===== config.mk =====
export PLATFORM = sky130hd
export DESIGN_NAME = supply_supervisor_watchdog
export DESIGN_NICKNAME = d
export VERILOG_FILES = /design/src/design/supervisor_pkg.sv /design/src/design/input_sync.sv /design/src/design/supply_supervisor_watchdog.sv
export SDC_FILE = /design/constraint.sdc
export NUM_CORES = 1
export LEC_CHECK = 0
export ABC_AREA = 1
export BUFFER_PORTS_ARGS = -buffer_cell sky130_fd_sc_hd__buf_2
export CORE_MARGIN = 8
export CORE_UTILIZATION = 48
export DETAILED_ROUTE_END_ITERATION = 6
export PLACE_DENSITY = 0.76
export RECOVER_POWER = 25
export REMOVE_ABC_BUFFERS = 1
export SLEW_MARGIN = 0
export SYNTH_ARGS = -nofsm -noshare
export SYNTH_HDL_FRONTEND = slang
export SYNTH_SLANG_ARGS = --single-unit

===== constraint.sdc =====
create_clock -name mclk_in -period 2 [get_ports mclk_in]
set_input_delay 0.1 -clock mclk_in [delete_from_list [all_inputs] [get_ports mclk_in]]
set_output_delay 0.1 -clock mclk_in [all_outputs]
set_load 0.03 [all_outputs]

===== src/design/supervisor_pkg.sv =====
// Constants and carrier types shared by the supervisor watchdog design.
// Assumes a single 100 MHz clock and digital comparator results as inputs.
//
// Overview of operation
// - Kick edge every 1.6s, else watchdog output low
// - Reset or kick edge clears watchdog counter
// - After timeout hold low until next kick edge
// - Undervoltage forces watchdog low, released without stretch
// - Floating kick suspends watchdog only in disable variant
// - Active-low reset held, then stretched 200ms
// - Active-high reset high during undervoltage or manual reset
// - Manual reset low starts a full reset pulse
// - Power-fail flag low while sense below reference
// - Watchdog counter held zero during reset
// - Undervoltage reappearing restarts full 200ms stretch
// - Floating disable only while watchdog not timed out
package supervisor_pkg;

    localparam int unsigned CLK_HZ        = 100_000_000;
    localparam int unsigned WDOG_MS       = 1600;
    localparam int unsigned STRETCH_MS    = 200;
    localparam int unsigned WDOG_CYCLES   = (CLK_HZ / 1000) * WDOG_MS;
    localparam int unsigned STRETCH_CYCLES = (CLK_HZ / 1000) * STRETCH_MS;
    localparam int unsigned CNT_W         = 32;
    localparam logic        OUT_RST_VAL   = 1'b0;

    typedef struct packed {
        logic undervoltage;
        logic manual_reset_n;
        logic watchdog_kick_in;
        logic kick_floating;
        logic power_fail_sense;
    } sense_s;

    typedef struct packed {
        logic reset_n;
        logic reset;
        logic watchdog_expired_n;
        logic power_fail_flag_n;
    } supv_out_s;

    typedef enum logic [1:0] {
        ST_HOLD    = 2'b01,
        ST_STRETCH = 2'b10
    } rst_state_e;

endpackage : supervisor_pkg


===== src/design/input_sync.sv =====
// Two-flop synchroniser for a bus of asynchronous pin levels.
// Assumes the inputs are levels from outside the clock domain.
`timescale 1ns/1ps
module input_sync #(
    parameter int unsigned W = 5
) (
    // Clock and reset
    input  wire logic         mclk_in,
    input  wire logic         rst_in,
    // Levels
    input  wire logic [W-1:0] async_in,
    output logic      [W-1:0] sync_out
);
    logic [W-1:0] meta_r;

    always_ff @(posedge mclk_in or posedge rst_in) begin
        if (rst_in) begin
            meta_r   <= '0;
            sync_out <= '0;
        end else begin
            meta_r   <= async_in;
            sync_out <= meta_r;
        end
    end
endmodule : input_sync


===== src/design/supply_supervisor_watchdog.sv =====
// Supervisor: reset outputs with stretch, watchdog, power-fail flag.
// Assumes comparator results arrive as digital levels from the analog front end.
`timescale 1ns/1ps
module supply_supervisor_watchdog #(
    parameter int unsigned WDOG_LIMIT    = supervisor_pkg::WDOG_CYCLES,
    parameter int unsigned STRETCH_LIMIT = supervisor_pkg::STRETCH_CYCLES,
    parameter bit          HAS_DISABLE   = 1'b0
) (
    // Clock and reset
    input  wire logic mclk_in,
    input  wire logic rst_in,
    // Pin-side inputs
    input  wire logic undervoltage_in,
    input  wire logic manual_reset_n_in,
    input  wire logic watchdog_kick_in,
    input  wire logic kick_floating_in,
    input  wire logic power_fail_sense_in,
    // Outputs
    output logic      reset_n_out,
    output logic      reset_out,
    output logic      watchdog_expired_n_out,
    output logic      power_fail_flag_n_out
);
    supervisor_pkg::sense_s    raw;
    supervisor_pkg::sense_s    s;
    supervisor_pkg::rst_state_e state_r;
    logic [supervisor_pkg::CNT_W-1:0] stretch_r;
    logic [supervisor_pkg::CNT_W-1:0] wdog_r;
    logic kick_prev_r;
    logic expired_r;
    logic disabled_r;
    logic kick_edge;
    logic rst_cond;
    logic in_reset;

    assign raw = '{undervoltage: undervoltage_in, manual_reset_n: manual_reset_n_in,
                   watchdog_kick_in: watchdog_kick_in, kick_floating: kick_floating_in,
                   power_fail_sense: power_fail_sense_in};

    input_sync #(.W(5)) u_sync (
        .mclk_in (mclk_in),
        .rst_in  (rst_in),
        .async_in(raw),
        .sync_out(s)
    );

    ////////////////////////////////////////////////////////////////////////
    // Reset generator.
    assign rst_cond = s.undervoltage | ~s.manual_reset_n;

    // Stretch restarts on every reappearance, so glitches extend the pulse.
    always_ff @(posedge mclk_in or posedge rst_in) begin
        if (rst_in) begin
            state_r   <= supervisor_pkg::ST_HOLD;
            stretch_r <= '0;
        end else begin
            unique case (state_r)
                supervisor_pkg::ST_HOLD: begin
                    // A saturated count marks a finished pulse, so the machine rests here until a new condition.
                    if (rst_cond) begin
                        stretch_r <= '0;
                    end else if (stretch_r != '1) begin
                        state_r <= supervisor_pkg::ST_STRETCH;
                    end
                end
                supervisor_pkg::ST_STRETCH: begin
                    if (rst_cond) begin
                        state_r   <= supervisor_pkg::ST_HOLD;
                        stretch_r <= '0;
                    end else if (stretch_r == STRETCH_LIMIT - 1) begin
                        state_r <= supervisor_pkg::ST_HOLD;
                        stretch_r <= '1;
                    end else if (stretch_r != '1) begin
                        stretch_r <= stretch_r + 1'b1;
                    end
                end
            endcase
        end
    end

    // Done flag is the saturated counter value; leaving it requires rst_cond.
    assign in_reset = !(state_r == supervisor_pkg::ST_HOLD && stretch_r == '1 && !rst_cond)
                      ? 1'b1 : 1'b0;

    always_ff @(posedge mclk_in or posedge rst_in) begin
        if (rst_in) begin
            reset_n_out <= supervisor_pkg::OUT_RST_VAL;
            reset_out   <= ~supervisor_pkg::OUT_RST_VAL;
        end else begin
            reset_n_out <= ~in_reset;
            reset_out   <= in_reset;
        end
    end

    ////////////////////////////////////////////////////////////////////////
    // Watchdog.
    assign kick_edge = s.watchdog_kick_in ^ kick_prev_r;

    always_ff @(posedge mclk_in or posedge rst_in) begin
        if (rst_in) begin
            kick_prev_r <= 1'b0;
        end else begin
            kick_prev_r <= s.watchdog_kick_in;
        end
    end

    // Disable latches in only while expired_r is clear.
    always_ff @(posedge mclk_in or posedge rst_in) begin
        if (rst_in) begin
            disabled_r <= 1'b0;
        end else if (!HAS_DISABLE) begin
            disabled_r <= 1'b0;
        end else if (!s.kick_floating) begin
            disabled_r <= 1'b0;
        end else if (!expired_r) begin
            disabled_r <= 1'b1;
        end
    end

    always_ff @(posedge mclk_in or posedge rst_in) begin
        if (rst_in) begin
            wdog_r <= '0;
        end else if (in_reset || kick_edge || disabled_r) begin
            wdog_r <= '0;
        end else if (wdog_r != WDOG_LIMIT - 1) begin
            wdog_r <= wdog_r + 1'b1;
        end
    end

    always_ff @(posedge mclk_in or posedge rst_in) begin
        if (rst_in) begin
            expired_r <= 1'b0;
        end else if (kick_edge) begin
            expired_r <= 1'b0;
        end else if (!in_reset && !disabled_r && wdog_r == WDOG_LIMIT - 1) begin
            expired_r <= 1'b1;
        end
    end

    always_ff @(posedge mclk_in or posedge rst_in) begin
        if (rst_in) begin
            watchdog_expired_n_out <= supervisor_pkg::OUT_RST_VAL;
            power_fail_flag_n_out  <= supervisor_pkg::OUT_RST_VAL;
        end else begin
            watchdog_expired_n_out <= ~(expired_r | s.undervoltage);
            power_fail_flag_n_out  <= s.power_fail_sense;
        end
    end
endmodule : supply_supervisor_watchdog


# After elaboration in Yosys (flattened, before gate mapping)
# Cells that the tools add are included.
# op_classes
muxes	15
n_reduce_logical	9
eq_ne	12
n_addsub	2
bitwise_logic	5
# ops
operator	count
2-to-1 mux 32 bit	6
adder 32 x 1 -> 32 bit (second input constant)	2
one-hot mux 32 bit (2 select lines)	1
equality test 32 x 25 -> 1 bit (second input constant)	1
equality test 32 x 28 -> 1 bit (second input constant)	1
equality test 32 bit (second input constant)	1
inequality test 32 x 28 -> 1 bit (second input constant)	1
inequality test 32 bit (second input constant)	1
2-to-1 mux 2 bit	4
inequality test 2 bit (second input constant)	3
inequality test 4 bit (second input constant)	1
one-hot mux 2 bit (2 select lines)	1
nonzero test 2 bit	2
logical AND 1 bit	3
2-to-1 mux 1 bit	3
inequality test 3 bit (second input constant)	1
AND reduction 3 bit	1
equality test 2 x 1 -> 1 bit (second input constant)	1
equality test 2 bit (second input constant)	1
NOT 1 bit	2
OR 1 bit	2
AND reduction 2 bit	1
logical NOT 1 bit	1
logical OR 1 bit	1
XOR 1 bit	1
# totals
out_inout_bits	4
ff_bits	82
in_bits	7
wordCells	54

# Logic depth before layout (Yosys ltp)
# depth
depth_word	7
mapped_depth	13
mapped_depth_nobuf	12

# Modules after synthesis
# From an unflattened synthesis, not the netlist that was laid out.
# hier_totals
cells_unflattened	669
area_unflattened_um2	4892.2
# by_module_without_submodules
module	seq_area_each_um2	n_inst	cells_each	area_per_inst_um2
supply_supervisor_watchdog	1804.2	1	658	4638.2
input_sync	250.2	1	11	254.0

# Least setup slack after synthesis
# OpenSTA, ideal clock, no wires.
# synth_timing
kind	register to register
startpoint	register stretch_r[0] (netlist bit)
endpoint	register stretch_r[2] (netlist bit)
setup_ps	121
required_ps	1879
path_buffers	1
path_slack_ps	221
stages_incl_launch_ff	14
period_less_slack_ps	1779
arrival_ps	1657
path_cell_list	dfrtp_1 -> ha_1 -> inv_2 -> nor2_4 -> nand2_4 -> inv_2 -> nand2_2 -> nor2_4 -> nor2_2 -> nand2_4 -> nand2_8 -> buf_12 -> nand2_2 -> nand2_1
# synth_between
elab_chain_len	5
elab_cells_between_ends	9
classes_between	add/sub (1); eq/ne (3); mux (4); reduce/logical (1)
# synth_rtl
item	line	rtl
from (decl)	supply_supervisor_watchdog.sv:27	logic [supervisor_pkg::CNT_W-1:0] stretch_r;
from (signal assigned)	supply_supervisor_watchdog.sv:74	stretch_r <= stretch_r + 1'b1;
adder 32 x 1 -> 32 bit	supply_supervisor_watchdog.sv:74	
2-to-1 mux 32 bit	supply_supervisor_watchdog.sv:73	end else if (stretch_r != '1) begin
2-to-1 mux 32 bit	supply_supervisor_watchdog.sv:70	end else if (stretch_r == STRETCH_LIMIT - 1) begin
2-to-1 mux 32 bit	supply_supervisor_watchdog.sv:67	if (rst_cond) begin
one-hot mux 32 bit (2 select lines)	supply_supervisor_watchdog.sv:57	unique case (state_r)
# Parallel ways exist; a longest one is shown, timed or not. The select of a mux whose other input is x is not followed.
# A chain may end at the register's enable or synchronous reset.

# Worst setup path after layout
# layout_timing
startpoint	register stretch_r[0] (netlist bit)
endpoint	register stretch_r[1] (netlist bit)
# Same word-level chain as after synthesis.

==> summary.md <==
| Metric | Value |
|---|---|
| Status | completed |
| Maximum vdd drop | 716 µV |
| Synth Cell Area | 4980 µm² |
| Drt wl/cell | 12.9 µm |
| H-tree lvl count | 3 |
| # fillers | 985 |
| Slew Viols, Final | 0 |
| Non-filler cells, final | approximately 850 |
| Initial antenna violation count | 0 |
| Worst-path fanout max | 17 |
| CP cell instances | ha_1, inv_2, nor2_4, nand2_4, inv_2, nand2_2, nor2_4, nor2_2, nand2_4, buf_4, nand3_1, nand2_1 |
| Diode count | 0 |
| Die height | 118 µm |
| TNS Setup | 0 ns |
| CP arrival | 2.16 ns |
| Layout cells sized above 1 | 15.6% |
| Routing usage on met2 | 26.6% |
| Vias in the first global route | 4358 |
| Commonest cells post-synth | 179 x nand2_1, 121 x nor2_1, 78 x dfrtp_1 |
| IO Port Bufs | 9 |
| GR Layer Usage met3 | between 3 and 4% |
| Pre-CTS WS | about 0.11 ns |
| Setup CP Type | reg -> reg |
| Unrepaired setup endpoints after global routing | true |
| Pre-Repair DR Iteration Count | 5 |
| Crit share post-route | between 90 and 100% |
| Power density cells | about 560 nW/µm² |
| Largest net degree at the start of global routing | 34 |
| Area contributors post-synth | dfrtp_1 39%, nand2_1 13%, nor2_1 9.1% |
| Via density | a little over 5 |
| Cells after Synth | 685 |
| Leak Pwr | around 0.0024 µW |
| Rel. slew slack | 4.56% |
| Register Area | 2000 µm² |
| Gr busiest metal | met2 |
| Crit start category | flip-flop |
| Async S/R FF share, synth | 100% |
| Rows | 37 |
| Num CTS Buffers | 9 |
| Worst Setup Slack, final | 0.135 ns |
| Core area | 10200 µm² |
| CTS Buffer Depth | 2 |
| Layout area overhead | 9.45% |
| Crit path max-delay cell type | dfrtp_1 |
| Worst endpoint required time | approximately 2.3 ns |
| Post-DRT Antenna Nets | 0 |
| Max Cap Viol | 0 |
| Worst path top cell family by delay | simple AND/OR/NAND/NOR gates |
| Synth top area share | 39.2% |
| DR DRC count | 0 |
| Fmax | about 540 MHz |
| Initial Util | around 49% |
| GPL Wtd Cong | 0.876 |
| Via count | approximately 4400 |
| Post-synth top flop | dfrtp_1 |
| Fin. Hold Viols | 0 |
| 1st-iter DRT viols | 307 |
| CTS tree | done |
| Yosys reg bits | 80 |
| Width of the die | around 120 µm |
| M1 GR Usage | 21.3% |
| Hold/Removal Path Class | reg -> reg |
| Worst Setup End Kind | flip-flop |
| DIE AREA | 13900 µm² |
| Root Buffer | clkbuf_8 |
| Clk slew on worst S/H paths | 0.09 ns |
| Syn avg cell area | 7.27 µm² |
| Actual slew at the worst max-slew pin | 1.42 ns |
| DP Wirelength | 8130 µm |
| Final WL | 11000 µm |
| Tmin final | 1.86 ns |
| Global Route Usage Sum | 16.4% |
| Count leader, synth | nand2_1 |
| Placed cell count | 832 |
| Setup Skew | 0.00909 ns |
| Clock latency on the worst-skew pair | about 0.36 ns |
| Finish-stage setup viols | 0 |
| # nets final | 721 |
| First-pass GRT wire length | ~19000 µm |
| Largest stage delay, worst path | 0.41 ns |
| Netlist cell types | 34 |
| Synth warn | 0 |
| Post-CTS setup buffers | 0 |
| Bufs and invs on worst path | 3 |
| Total gr overflow | 0 |
| Area of the multi-input gates | roughly 2600 µm² |
| Cell accounting for the most synthesized area | dfrtp_1 |
| Top-Level Pins | 11 |
| Sequential share of the synthesized area | 40.3% |
| Total clock sinks | 80 |
| EDFF count, synth | 0 |
-- worst reg2reg max path, cell delays in order, from the launching register on --
cell     delay [ns]
dfrtp_1        0.41
ha_1           0.20
inv_2          0.05
nor2_4         0.13
nand2_4        0.09
inv_2          0.08
nand2_2        0.07
nor2_4         0.17
nor2_2         0.08
nand2_4        0.09
buf_4          0.24
nand3_1        0.12
nand2_1        0.09
-- final timing paths --
check,from,end,slack [ns],depth (start not counted)
worst max register to register,stretch_r[0],stretch_r[1],0.14,12
min in group asynchronous,rst_in,power_fail_flag_n_out,0.60,3
worst max-delay path,stretch_r[0],stretch_r[1],0.14,12
worst min register to register,u_sync.meta_r[2],u_sync.sync_out[2],0.35,0
worst min-delay path,u_sync.meta_r[2],u_sync.sync_out[2],0.35,0
max in group asynchronous,rst_in,stretch_r[11],0.48,4
-- through the flow --
stage	power (µW)	cell area [µm²]	hold WS, ns	utilization [%]
floorplan	1900	4870	0.131	-
global placement	1980	5220	0.152	51.3
detailed placement	1980	5220	0.164	51.3
CTS	3070	5440	0.317	53.4
global route	3160	5450	0.362	53.5
finish	3040	5450	0.352	53.5
-- cell families (layout without fill, tap and decap cells) --
group / count (synthesis) / after routing / share of synthesized area, %
and+or+nand+nor: 478 / 478 / 45.2
DFF: 80 / 80 / 40.3
buffers and inverters: 77 / 109 / 7.16
AOI/OAI and AO/OA: 28 / 28 / 3.34
xor gates and xnor gates: 20 / 20 / 3.52
adders and majority gates: 2 / 2 / 0.503
-- area by class of cell --
| class | instances | area share (%) |
|---|---|---|
| Clock buffer | 10 | 2.34 |
| Clock inverter | 6 | 0.827 |
| Tap cell | 136 | 3.12 |
| Sequential cell | 80 | 36.8 |
| Timing Repair Buffer | 27 | 4.23 |
| Multi-Input combinational cell | 528 | 48.1 |
| Inverter | 66 | 4.57 |
-- routing by layer --
layer  vias to the layer above  wire length (µm)
met3                        16               586
met4                         0               131
li1                       2234                 -
met2                       129              5130
met5                         -                 0
met1                      2055              5170
-- power by group --
group	switching, µW	internal (µW)	total, µW
clock	629	455	1080
combinational	216	64.6	281
sequential	17.8	1660	1680
-- sequential cells by signal, summed over array words and instances, names as in the netlist --
register and flops:
reset_out 1, stretch_r 32, watchdog_expired_n_out 1, power_fail_flag_n_out 1, kick_prev_r 1, state_r 2, expired_r 1, u_sync.sync_out 4
wdog_r 32, reset_n_out 1, u_sync.meta_r 4
-- layout by cell type, fill, tap and decap left out, types with 10 or more instances in the layout --
cell type	n
dfrtp_1	78
nand4_1	20
nand2_1	178
nor2_1	120
buf_4	10
nor3_1	13
xor2_1	15
nand2_2	36
nand3_1	73
o21ai_0	11
inv_1	60
-- timing repair --
action                                  4_1_cts  5_1_grt
endpoints found under the setup margin        0        5
hold buffers                                  5        0
gates resized for setup                       0        3
endpoints found under the hold margin        33        0
(Power assumes the default switching activity.)
